`src/logic/headset_detect_pkg.sv`:
```
// constants shared by the headset and button detection block
// assumes a 40 MHz core clock and slow, bouncy mechanical sense inputs
//
// Behaviour
// - detection runs only while enable bit set
// - type field: 00 none, 01 plain, 11 mic
// - jack debounce 16..512 ms, tick 2..64 ms
// - button debounce off, 8, 16, 32 ms
// - press flag sets and stays set
// - reading the flag register clears it
// - present flag reads 1 while headset detected
// - coupling bit: 0 capless, 1 ac-coupled
// - writable fully-differential stereo configuration bit
// - writable pseudodifferential stereo configuration bit
package headset_detect_pkg;

    // register offsets
    localparam logic [7:0] config_a_offset = 8'h0d;
    localparam logic [7:0] config_b_offset = 8'h0e;

    // config a field positions
    localparam int detect_enable_bit = 7;
    localparam int type_msb          = 6;
    localparam int type_lsb          = 5;
    localparam int jack_deb_msb      = 4;
    localparam int jack_deb_lsb      = 2;
    localparam int button_deb_msb    = 1;
    localparam int button_deb_lsb    = 0;

    // config b field positions
    localparam int coupling_bit      = 7;
    localparam int fully_diff_bit    = 6;
    localparam int press_flag_bit    = 5;
    localparam int present_bit       = 4;
    localparam int pseudo_diff_bit   = 3;

    // values after reset, and the type codes
    localparam logic [2:0] jack_deb_reset   = 3'h0;
    localparam logic [1:0] button_deb_reset = 2'h0;
    localparam logic [1:0] type_none        = 2'h0;
    localparam logic [1:0] type_no_mic      = 2'h1;
    localparam logic [1:0] type_with_mic    = 2'h3;
    localparam logic [7:0] read_unmapped    = 8'h00;

    // timing: base sampling tick of 1 ms at 40 MHz
    localparam int clock_hz          = 40_000_000;
    localparam int base_tick_us      = 1000;
    localparam int base_tick_cycles  = (clock_hz / 1_000_000) * base_tick_us;

    // every debounce window spans eight sampling ticks
    localparam logic [2:0] debounce_last_sample = 3'h7;

endpackage : headset_detect_pkg

```
`src/logic/debounce_if.sv`:
```
// carrier between the detection top and one glitch filter
// assumes both ends run on the same clock
interface debounce_if;
    logic sample;   // sampling tick, one-cycle pulse
    logic raw;      // synchronised sense level
    logic bypass;   // follow raw without filtering
    logic level;    // filtered level

    modport owner  (output sample, output raw, output bypass, input level);
    modport filter (input sample, input raw, input bypass, output level);
endinterface : debounce_if

```
`src/logic/glitch_filter.sv`:
```
// glitch filter: level changes after eight consecutive samples differing from it
// assumes raw is already synchronised to clock
module glitch_filter (
    // clock and reset
    input wire logic    clock,
    input wire logic    rst_n,
    // filter side of the carrier
    debounce_if.filter  link
);

    logic [2:0] agree_count;  // samples differing from current level

    // count consecutive disagreeing samples, flip on the eighth
    always_ff @(posedge clock) begin
        if (!rst_n) begin
            agree_count <= 3'h0;
            link.level  <= 1'b0;
        end else if (link.bypass) begin
            // no debounce: level tracks input every cycle
            agree_count <= 3'h0;
            link.level  <= link.raw;
        end else if (link.sample) begin
            if (link.raw == link.level) begin
                // one agreeing sample restarts the window
                agree_count <= 3'h0;
            end else if (agree_count == headset_detect_pkg::debounce_last_sample) begin
                agree_count <= 3'h0;
                link.level  <= link.raw;
            end else begin
                agree_count <= agree_count + 3'h1;
            end
        end
    end

endmodule : glitch_filter

```
`src/logic/headset_button_detect.sv`:
```
// headset jack and microphone button detection with two config registers
// assumes sense pins are asynchronous; register port on the core clock
module headset_button_detect #(
    parameter int tick_cycles = headset_detect_pkg::base_tick_cycles
) (
    // clock and reset
    input  wire logic       clock,
    input  wire logic       rst_n,
    // sense pins, asynchronous
    input  wire logic       jack_sense,
    input  wire logic       mic_sense,
    input  wire logic       button_sense,
    // register port
    input  wire logic [7:0] reg_addr,
    input  wire logic       reg_write,
    input  wire logic [7:0] reg_wdata,
    input  wire logic       reg_read,
    output logic      [7:0] reg_rdata,
    // status and configuration outputs
    output logic            headset_present,
    output logic      [1:0] headset_type,
    output logic            coupling_ac,
    output logic            stereo_fully_diff,
    output logic            stereo_pseudo_diff
);

    // sampling tick at 2^shift ms, derived from the ms counter
    function automatic logic tick_at(input logic [5:0] count, input logic [2:0] shift);
        logic [5:0] mask;
        mask = ~(6'h3f << shift);
        return (count & mask) == 6'h00;
    endfunction : tick_at

    // register decode, used by both read and write paths
    function automatic logic hits(input logic [7:0] addr, input logic [7:0] offset);
        return addr == offset;
    endfunction : hits

    logic        detect_enable;   // config a enable bit
    logic [2:0]  jack_deb;        // jack debounce code
    logic [1:0]  button_deb;      // button debounce code
    logic        press_flag;      // sticky press flag
    logic [1:0]  jack_sync;       // two-stage syncs, bit 0 first stage
    logic [1:0]  mic_sync;
    logic [1:0]  button_sync;
    logic [15:0] pre_count;       // 1 ms prescaler
    logic        ms_tick;         // one-cycle pulse each ms
    logic [5:0]  ms_count;        // counts ms ticks, wraps at 64
    logic        button_prev;     // last filtered button level
    logic        press_event;     // rising edge of filtered button

    debounce_if jack_link ();
    debounce_if mic_link ();
    debounce_if button_link ();

    // two flip-flops on every pin before any logic reads it
    always_ff @(posedge clock) begin
        if (!rst_n) begin
            jack_sync   <= 2'h0;
            mic_sync    <= 2'h0;
            button_sync <= 2'h0;
        end else begin
            jack_sync   <= {jack_sync[0], jack_sense};
            mic_sync    <= {mic_sync[0], mic_sense};
            button_sync <= {button_sync[0], button_sense};
        end
    end
    // only the second stage feeds the filters; the first may be metastable

    // base 1 ms tick; long count is a parameter so sims can shorten it
    always_ff @(posedge clock) begin
        if (!rst_n) begin
            pre_count <= 16'h0000;
            ms_tick   <= 1'b0;
        end else if (pre_count == 16'(tick_cycles - 1)) begin
            pre_count <= 16'h0000;
            ms_tick   <= 1'b1;
        end else begin
            pre_count <= pre_count + 16'h0001;
            ms_tick   <= 1'b0;
        end
    end

    // free ms counter; power-of-two ticks are its low bits at zero
    always_ff @(posedge clock) begin
        if (!rst_n) begin
            ms_count <= 6'h00;
        end else if (ms_tick) begin
            ms_count <= ms_count + 6'h01;
        end
    end

    // jack tick 2 to 64 ms
    // jack and mic share the jack window; code + 1 is the ms shift
    assign jack_link.sample  = ms_tick && tick_at(ms_count, jack_deb + 3'h1);
    assign jack_link.raw     = jack_sync[1];
    assign jack_link.bypass  = 1'b0;
    assign mic_link.sample   = jack_link.sample;
    assign mic_link.raw      = mic_sync[1];
    assign mic_link.bypass   = 1'b0;

    // button tick 1 to 4 ms
    // code 0 bypasses; codes 1..3 sample at 1, 2, 4 ms
    assign button_link.sample = ms_tick && tick_at(ms_count, {1'b0, button_deb} - 3'h1);
    assign button_link.raw    = button_sync[1];
    assign button_link.bypass = (button_deb == 2'h0);

    glitch_filter jack_filter (
        .clock (clock),
        .rst_n (rst_n),
        .link  (jack_link.filter)
    );

    glitch_filter mic_filter (
        .clock (clock),
        .rst_n (rst_n),
        .link  (mic_link.filter)
    );

    glitch_filter button_filter (
        .clock (clock),
        .rst_n (rst_n),
        .link  (button_link.filter)
    );

    // config a writable fields
    always_ff @(posedge clock) begin
        if (!rst_n) begin
            detect_enable <= 1'b0;
            jack_deb      <= headset_detect_pkg::jack_deb_reset;
            button_deb    <= headset_detect_pkg::button_deb_reset;
        end else if (reg_write && hits(reg_addr, headset_detect_pkg::config_a_offset)) begin
            detect_enable <= reg_wdata[headset_detect_pkg::detect_enable_bit];
            // reserved codes 110, 111 are not filtered; software avoids them
            jack_deb      <= reg_wdata[headset_detect_pkg::jack_deb_msb:
                                       headset_detect_pkg::jack_deb_lsb];
            button_deb    <= reg_wdata[headset_detect_pkg::button_deb_msb:
                                       headset_detect_pkg::button_deb_lsb];
        end
    end

    // config b writable bits; reserved low bits are not stored
    always_ff @(posedge clock) begin
        if (!rst_n) begin
            coupling_ac        <= 1'b0;
            stereo_fully_diff  <= 1'b0;
            stereo_pseudo_diff <= 1'b0;
        end else if (reg_write && hits(reg_addr, headset_detect_pkg::config_b_offset)) begin
            coupling_ac        <= reg_wdata[headset_detect_pkg::coupling_bit];
            stereo_fully_diff  <= reg_wdata[headset_detect_pkg::fully_diff_bit];
            stereo_pseudo_diff <= reg_wdata[headset_detect_pkg::pseudo_diff_bit];
        end
    end

    // detection results, registered
    always_ff @(posedge clock) begin
        if (!rst_n) begin
            headset_present <= 1'b0;
            headset_type    <= headset_detect_pkg::type_none;
        end else if (!detect_enable) begin
            headset_present <= 1'b0;
            headset_type    <= headset_detect_pkg::type_none;
        end else begin
            headset_present <= jack_link.level;
            if (!jack_link.level) begin
                headset_type <= headset_detect_pkg::type_none;
            end else if (mic_link.level) begin
                headset_type <= headset_detect_pkg::type_with_mic;
            end else begin
                headset_type <= headset_detect_pkg::type_no_mic;
            end
        end
    end

    // press is a rising edge of the filtered button level
    always_ff @(posedge clock) begin
        if (!rst_n) begin
            button_prev <= 1'b0;
        end else begin
            button_prev <= button_link.level;
        end
    end
    assign press_event = detect_enable && button_link.level && !button_prev;

    // sticky press flag; a new press outranks the read clear
    always_ff @(posedge clock) begin
        if (!rst_n) begin
            press_flag <= 1'b0;
        end else if (press_event) begin
            press_flag <= 1'b1;
        end else if (reg_read && hits(reg_addr, headset_detect_pkg::config_b_offset)) begin
            press_flag <= 1'b0;
        end
    end

    // read data registered one cycle after the read strobe
    always_ff @(posedge clock) begin
        if (!rst_n) begin
            reg_rdata <= headset_detect_pkg::read_unmapped;
        end else if (reg_read) begin
            if (hits(reg_addr, headset_detect_pkg::config_a_offset)) begin
                reg_rdata <= {detect_enable, headset_type, jack_deb, button_deb};
            end else if (hits(reg_addr, headset_detect_pkg::config_b_offset)) begin
                // reserved low bits read as zero
                reg_rdata <= {coupling_ac, stereo_fully_diff, press_flag,
                              headset_present, stereo_pseudo_diff, 3'h0};
            end else begin
                reg_rdata <= headset_detect_pkg::read_unmapped;
            end
        end
    end

endmodule : headset_button_detect

```
`config.mk`:
```
export PLATFORM = sky130hd
export DESIGN_NAME = headset_button_detect
export DESIGN_NICKNAME = d
export VERILOG_FILES = /design/src/logic/headset_detect_pkg.sv /design/src/logic/debounce_if.sv /design/src/logic/glitch_filter.sv /design/src/logic/headset_button_detect.sv
export SDC_FILE = /design/constraint.sdc
export NUM_CORES = 1
export LEC_CHECK = 0
export BUFFER_PORTS_ARGS = -buffer_cell sky130_fd_sc_hd__buf_2
export CAP_MARGIN = 10
export CORE_ASPECT_RATIO = 0.7
export CORE_MARGIN = 2
export CORE_UTILIZATION = 40
export DETAILED_ROUTE_END_ITERATION = 12
export PLACE_DENSITY = 0.69
export REMOVE_ABC_BUFFERS = 1
export SLEW_MARGIN = 20
export SYNTH_ARGS = -nofsm -noshare
export SYNTH_HDL_FRONTEND = slang
export SYNTH_HIERARCHICAL = 1
export SYNTH_SLANG_ARGS = --single-unit
```
`constraint.sdc`:
```
create_clock -name clock -period 3.5 [get_ports clock]
set_input_delay 0.35 -clock clock [delete_from_list [all_inputs] [get_ports clock]]
set_output_delay 0.35 -clock clock [all_outputs]
set_load 0.02 [all_outputs]
```
==> summary.txt, run 1 <==
Post-Layout Cell Count -> 432
wire per inst -> 12.7 um
Initial DRT Pass Iterations -> 4
CORE AREA -> 6730 um^2
met1 usage -> 0.211
met3 usage in global routing -> 0.0695
most area-hungry cell type in the Yosys netlist -> dfxtp_1
gpl congestion -> 0.775
fmax -> 479 MHz
vias in the first global route -> 1,952
status -> finished clean
port buffer count -> 35
Syn. warnings -> 6
ANT cells -> 0
CTS buffer count -> 9
CTS tree -> built
CTS root buffer -> clkbuf_8
Die Width -> 103 um
vias per inst -> 4.90
GRT met2 Usage -> 0.227
first-pass GRT wire length -> 9.06 mm
final period utilization -> 0.596
synthesized instance count -> 289
Total Routed Length -> 5.48 mm
WP data arrival -> 2330 ps
Post-Syn Area per Cell -> 9.56 um^2
height of the die -> 73.5 um
worst hold path class -> in2reg
Area contributors post-synth -> dfxtp_1 46%, ha_1 6.8%, nor2_1 5.6%
CP startpoint -> jack_deb[1]$_SDFFE_PN0P_
Final Hold Fails -> 0
sw frac -> 0.253
crit path capture type -> register
DRT iter0 DRCs -> 91
TNS Setup -> 0 ps
Worst slew margin -> 0.558
Post-Place Cells -> 416
RR Endpoint -> mic_filter/link.level$_SDFFE_PN0P_
Critical Path, Cell by Cell -> ha_1 > inv_1 > ha_1 > a21oi_1 > o21ai_0 > o2111a_1 > a21oi_1 > mux2i_1 > nor2b_1
Internal -> 1000 uW
Cell Rows -> 25
worst vdd ir -> 0.241 mV
largest net degree at the start of global routing -> 26
Top Usage Layer GRT -> met2
layout cells sized above 1 -> 0.175
DPL Wire Length -> 3.93 mm
launch point of the worst reg-to-reg path -> jack_deb[1]$_SDFFE_PN0P_
Setup crit end -> mic_filter/link.level$_SDFFE_PN0P_
total setup buffers inserted after CTS -> 0
Yosys reg bits -> 63
Clk pin slew, worst setup/hold paths -> 80 ps
grt total ovfl -> 0
Comb pwr share -> 0.035
Clock power frac -> 0.423
DRC viols -> 0
Buffers & Inverters on Critical Path -> 1
worst-case clock buffer depth -> 2
Crit-path slowest cell -> o2111a_1
Initial Util -> 0.411
# IOs -> 37
CP top delay family -> compound AO/OA/AOI/OAI gates
Seq pwr share -> 0.543
WP depth -> 9
worst slew pin tran -> 663 ps
clk_lat worst skew -> 340 ps
post-synth top area share -> 0.456
WS Path Type -> reg2reg
initial antenna violation count -> 0
Clock Skews -> 13.3 ps
Data required, critical path -> 3740 ps
CTS Hold Bufs -> 0
vias -> 2,117
final setup vio count -> 0
crit path launch type -> register
sequential fraction of the synthesis area -> 0.456
worst hold path depth -> 2
RSZ-0062 raised after global routing -> no
cells on worst reg2reg path -> 9
pwr dens -> 417 nW/um^2
Die Area -> 7600 um^2
worst reg-to-reg setup slack -> 1410 ps
Max Transition Viols Final -> 0
leak pwr -> 0.00124 uW
Post-layout nets -> 371
H-Tree Depth -> 3
Final Critical Period -> 2090 ps
post-cts resize count -> 0
gr usage total -> 0.156
CP peak stage delay -> 490 ps
Antenna Violating Nets Remaining -> 0
Post-Syn Area -> 2760 um^2
maxcap violations -> 0
Psw -> 340 uW
area delta synth->final -> 16.6%
clock sinks -> 63
synth unique cells -> 39
CP Max Fanout -> 14
[through the flow]
stage / area (um^2) / setup slack, ps / total power, uW / utilization / hold slack [ps]
4_1_cts: 3220 / 1410 / 1360 / 0.479 / 200
5_1_grt: 3220 / 1230 / 1400 / 0.479 / 206
2_1_floorplan: 2750 / 1720 / 769 / - / 412
3_5_place_dp: 3040 / 1400 / 793 / 0.452 / 417
6_report: 3220 / 1410 / 1340 / 0.479 / 214
3_3_place_gp: 3040 / 1470 / 791 / 0.452 / 415
[sequential cells by signal (all words and copies together), names as in the netlist, 2 cells and up]
signal,flops
jack_deb,3
button_sync,2
mic_sync,2
jack_sync,2
mic_filter/agree_count,3
headset_type,2
button_filter/agree_count,3
reg_rdata,8
pre_count,16
ms_count,6
button_deb,2
jack_filter/agree_count,3
[Yosys cell counts]
cell and number:
nand4_1 6, xor2_1 9, a21oi_1 20, o2111a_1 1, or2_1 1, inv_1 9, or3_1 1, or4_1 2
mux2i_1 13, o21ai_0 2, nor4_1 4, and3_1 2, nor3_4 2, conb_1 1, o221ai_1 1, dfxtp_1 63
or4_4 1, o31ai_4 1, nand2_1 9, xnor2_1 11, nand4bb_1 3, o31ai_1 1, nand2b_1 16, ha_1 15
or2_2 1, nor3_2 2, nor2_1 41, and4b_1 1, nand3b_1 1, a22oi_1 1, nor2b_1 11, a221oi_1 5
inv_2 1, nand3_1 11, nand4b_1 3, nor3_1 4, clkbuf_1 4, buf_6 1, and2_1 8
[cell type report]
| class | instances | area (um^2) |
|---|---|---|
| fillers | 643 | 3500 |
| multi-input cells | 214 | 1450 |
| flip-flops and latches | 63 | 1260 |
| repair buffers | 35 | 175 |
| clock buffers | 9 | 124 |
| well taps | 94 | 118 |
| clock inverters | 7 | 56.3 |
| inverters | 10 | 37.5 |
[worst min-delay path by stage]
stage / start / to / slack, ps
3_5_place_dp: button_sync[0]$_SDFF_PN0_ / button_sync[1]$_SDFF_PN0_ / 420
4_1_cts: jack_sense / jack_sync[0]$_SDFF_PN0_ / 200
5_1_grt: jack_sense / jack_sync[0]$_SDFF_PN0_ / 210
2_1_floorplan: button_sync[0]$_SDFF_PN0_ / button_sync[1]$_SDFF_PN0_ / 410
3_3_place_gp: jack_sync[0]$_SDFF_PN0_ / jack_sync[1]$_SDFF_PN0_ / 410
6_report: jack_sense / jack_sync[0]$_SDFF_PN0_ / 210
[per-layer routing]
metal | up-vias | wire length (um)
li1 | 1087 | -
met3 | 4 | 323
met4 | 0 | 36
met2 | 50 | 2330
met5 | - | 0
met1 | 976 | 2800
[kinds of logic (layout without fill, tap and decap cells)]
kind of cell             after synthesis  after routing  share of synthesized area
other                                  1              4                    0.00136
AND/OR/NAND/NOR                      130            130                      0.265
AO/OA/AOI/OAI                         32             32                     0.0761
buffers and inverters                 15             61                     0.0231
XOR/XNOR                              20             20                     0.0634
multiplexers                          13             13                     0.0471
flip-flops                            63             63                      0.456
adder cells (fa/ha/maj)               15             15                     0.0679
[power by group through the flow]
stage	Combinational (uW)	Clock (uW)	Sequential, uW
4_1_cts	47.1	583	729
2_1_floorplan	24.0	0	745
3_5_place_dp	47.0	0	746
3_3_place_gp	45.4	0	746
5_1_grt	52.2	618	730
6_report	46.5	568	729
[cell usage in the layout, fill, tap and decap left out, types with 8 or more instances in the layout]
cell type and count:
buf_2 35, nand3_1 11, ha_1 15, dfxtp_1 63, clkbuf_8 9, and2_1 8
a21oi_1 20, nand2b_1 16, xor2_1 9, nor2_1 41, mux2i_1 13, inv_1 9
xnor2_1 11, nand2_1 9, nor2b_1 11
No activity file was read; power rests on OpenSTA's default activity.
==> run 2: changes to the inputs <==
--- a/config.mk
+++ b/config.mk
@@ -5,13 +5,14 @@
 export SDC_FILE = /design/constraint.sdc
 export NUM_CORES = 1
 export LEC_CHECK = 0
+export ABC_AREA = 1
 export BUFFER_PORTS_ARGS = -buffer_cell sky130_fd_sc_hd__buf_2
 export CAP_MARGIN = 10
 export CORE_ASPECT_RATIO = 0.7
 export CORE_MARGIN = 2
 export CORE_UTILIZATION = 40
 export DETAILED_ROUTE_END_ITERATION = 12
-export PLACE_DENSITY = 0.69
+export PLACE_DENSITY = 0.68
 export REMOVE_ABC_BUFFERS = 1
 export SLEW_MARGIN = 20
 export SYNTH_ARGS = -nofsm -noshare
==> constraint.sdc (replaced) <==
create_clock -name clock -period 2 [get_ports clock]
set_input_delay 0.2 -clock clock [delete_from_list [all_inputs] [get_ports clock]]
set_output_delay 0.2 -clock clock [all_outputs]
set_load 0.02 [all_outputs]
==> summary.txt, run 2 <==
clock sinks -> 63 (unchanged)
Internal -> 1870 uW (+86%)
port buffer count -> 35 (unchanged)
maxcap violations -> 0 (unchanged)
worst slew pin tran -> 527 ps (-136 ps)
height of the die -> 77.7 um (+5.6%)
leak pwr -> 0.00169 uW (+37%)
Die Width -> 109 um (+5.7%)
vias in the first global route -> 2,428 (+24%)
Post-layout nets -> 526 (+42%)
sw frac -> 0.235 (-0.0178)
largest net degree at the start of global routing -> 21 (-19%)
wire per inst -> 10.4 um (-18%)
CTS tree -> built
pwr dens -> 686 nW/um^2 (+65%)
total setup buffers inserted after CTS -> 0 (unchanged)
Data required, critical path -> 2270 ps (-1470 ps)
most area-hungry cell type in the Yosys netlist -> dfxtp_1
WP data arrival -> 2060 ps (-270 ps)
CP Max Fanout -> 10 (-4)
DRT iter0 DRCs -> 156 (+71%)
vias -> 2,644 (+25%)
crit path launch type -> register
final setup vio count -> 0 (unchanged)
area delta synth->final -> 14.6%
Comb pwr share -> 0.057 (+0.022)
vias per inst -> 4.48 (-8.6%)
synth unique cells -> 31 (-21%)
sequential fraction of the synthesis area -> 0.407 (-0.0497)
gr usage total -> 0.158 (+0.00184)
most frequent cells in the layout -> 99 x nand2_1, 78 x inv_1, 65 x nor2_1, 63 x dfxtp_1, 35 x buf_2
final period utilization -> 0.895 (+0.299)
Die Area -> 8490 um^2 (+12%)
H-Tree Depth -> 3 (unchanged)
Post-Layout Cell Count -> 590 (+37%)
# IOs -> 37 (unchanged)
Post-Place Cells -> 575 (+38%)
RSZ-0062 raised after global routing -> no
Seq pwr share -> 0.528 (-0.015)
Clk pin slew, worst setup/hold paths -> 70 ps (about the same)
initial antenna violation count -> 0 (unchanged)
Final Critical Period -> 1790 ps (-296 ps)
Worst slew margin -> 0.648 (+0.0902)
grt total ovfl -> 0 (unchanged)
Clock power frac -> 0.415 (-0.008)
Initial Util -> 0.418 (+0.00721)
Clock Skews -> 4.52 ps (-8.83 ps)
TNS Setup -> 0 ps (unchanged)
biggest regs -> pre_count: 16 flops, reg_rdata: 8 flops, ms_count: 6 flops
Area contributors post-synth -> dfxtp_1 41%, nand2_1 12%, inv_1 9.4%
Initial DRT Pass Iterations -> 4 (unchanged)
CTS root buffer -> clkbuf_8
Post-Syn Area -> 3100 um^2 (+12%)
CORE AREA -> 7420 um^2 (+10%)
Antenna Violating Nets Remaining -> 0 (unchanged)
status -> finished clean
worst vdd ir -> 0.263 mV (+9.1%)
Yosys reg bits -> 63 (unchanged)
crit path capture type -> register
CTS buffer count -> 9 (unchanged)
synthesized instance count -> 444 (+54%)
gpl congestion -> 0.756 (-2.4%)
Max Transition Viols Final -> 0 (unchanged)
ys flop type -> dfxtp_1
WS Path Type -> reg2reg
worst hold path class -> in2reg
layout cells sized above 1 -> 0.157 (-0.0181)
max reg flops -> 16 (unchanged)
post-cts resize count -> 0 (unchanged)
first-pass GRT wire length -> 10.5 mm (+16%)
Async S/R FF share, synth -> 0 (unchanged)
ANT cells -> 0 (unchanged)
commonest non-fill, non-tap cell in the layout -> nand2_1
number of flops mapped to enable cells by yosys -> 0 (unchanged)
Total Routed Length -> 6.14 mm (+12%)
worst-case clock buffer depth -> 2 (unchanged)
clk_lat worst skew -> 330 ps (about the same)
Psw -> 573 uW (+69%)
most frequent cell after synthesis -> nand2_1
post-synth top area share -> 0.407 (-0.0497)
fmax -> 558 MHz (+17%)
Syn. warnings -> 6 (unchanged)
DPL Wire Length -> 4.52 mm (+15%)
Post-Syn Area per Cell -> 6.99 um^2 (-27%)
top cells by count, synth -> 99 x nand2_1, 78 x inv_1, 65 x nor2_1, 63 x dfxtp_1, 29 x nand3_1
Top reg by flops -> pre_count
CTS Hold Bufs -> 0 (unchanged)
DRC viols -> 0 (unchanged)
Cell Rows -> 26 (+4.0%)
Final Hold Fails -> 0 (unchanged)
run 2: cell types whose count changed after synthesis, moves of 10 or more:
| cell | before | now |
|---|---|---|
| inv_1 | 9 | 78 |
| mux2i_1 | 13 | 0 |
| nand2_1 | 9 | 99 |
| nand2b_1 | 16 | 0 |
| nand3_1 | 11 | 29 |
| nor2_1 | 41 | 65 |
| nor2b_1 | 11 | 0 |
| xnor2_1 | 11 | 1 |
run 2: worst max-delay path: stages (launching register included):
cell	delay, ps
dfxtp_1	380
ha_1	190
inv_1	50
ha_1	170
a21oi_1	150
o211ai_1	110
nor3_1	150
buf_4	200
nand2_2	80
nor2_2	70
nand2_1	60
a21oi_2	110
run 2: logic make-up after synthesis:
| logic type | count (synthesis) | synth area share |
|---|---|---|
| and+or+nand+nor | 224 | 0.313 |
| buffers and inverters | 87 | 0.117 |
| DFF | 63 | 0.407 |
| AOI/OAI and AO/OA | 49 | 0.0875 |
| adders and majority gates | 15 | 0.0605 |
| xor gates and xnor gates | 5 | 0.0141 |
| other | 1 | 0.00121 |
run 2: final timing paths:
check | startpoint | to | slack [ps] | depth (start not counted)
max | jack_deb[1]$_SDFFE_PN0P_ | jack_filter/agree_count[1]$_SDFFE_PP0P_ | 210 | 11
min | jack_sense | jack_sync[0]$_SDFF_PN0_ | 50 | 3
max reg2reg | jack_deb[1]$_SDFFE_PN0P_ | jack_filter/agree_count[1]$_SDFFE_PP0P_ | 210 | 11
min reg2reg | mic_sync[0]$_SDFF_PN0_ | mic_sync[1]$_SDFF_PN0_ | 430 | 2
run 2: power groups by stage:
| stage | clock network, uW | registers, uW | logic [uW] |
|---|---|---|---|
| 2_1_floorplan | 0 | 1320 | 68.5 |
| 3_3_place_gp | 0 | 1320 | 136 |
| 3_5_place_dp | 0 | 1320 | 139 |
| 4_1_cts | 1050 | 1290 | 140 |
| 5_1_grt | 1110 | 1290 | 158 |
| 6_report | 1010 | 1290 | 138 |
run 2: stage by stage:
| step | hold slack, ps | utilization | setup WS [ps] | power [uW] | area [um^2] |
|---|---|---|---|---|---|
| final | 49.3 | 0.479 | 209 | 2440 | 3550 |
| after global routing | 28.2 | 0.479 | 35.7 | 2550 | 3550 |
| after CTS | 31.0 | 0.479 | 209 | 2480 | 3550 |
| after detailed placement | 385 | 0.455 | 251 | 1460 | 3370 |
| after global placement | 383 | 0.455 | 300 | 1450 | 3370 |
| after floorplan | 293 | - | 18.6 | 1390 | 3040 |
run 2: cell type report:
type | instances | area (um^2)
repair buffers | 39 | 205
multi-input cells | 297 | 1490
well taps | 98 | 123
inverters | 78 | 293
clock inverters | 3 | 17.5
clock buffers | 12 | 165
fillers | 766 | 3860
flip-flops and latches | 63 | 1260
run 2: per-layer routing:
metal / routed length [um] / vias to the layer above / GRT usage
met5: 0 / - / 0
li1: - / 1449 / -
met1: 3130 / 1145 / 0.207
met3: 258 / 5 / 0.0529
met4: 72 / 0 / 0.0532
met2: 2690 / 45 / 0.243
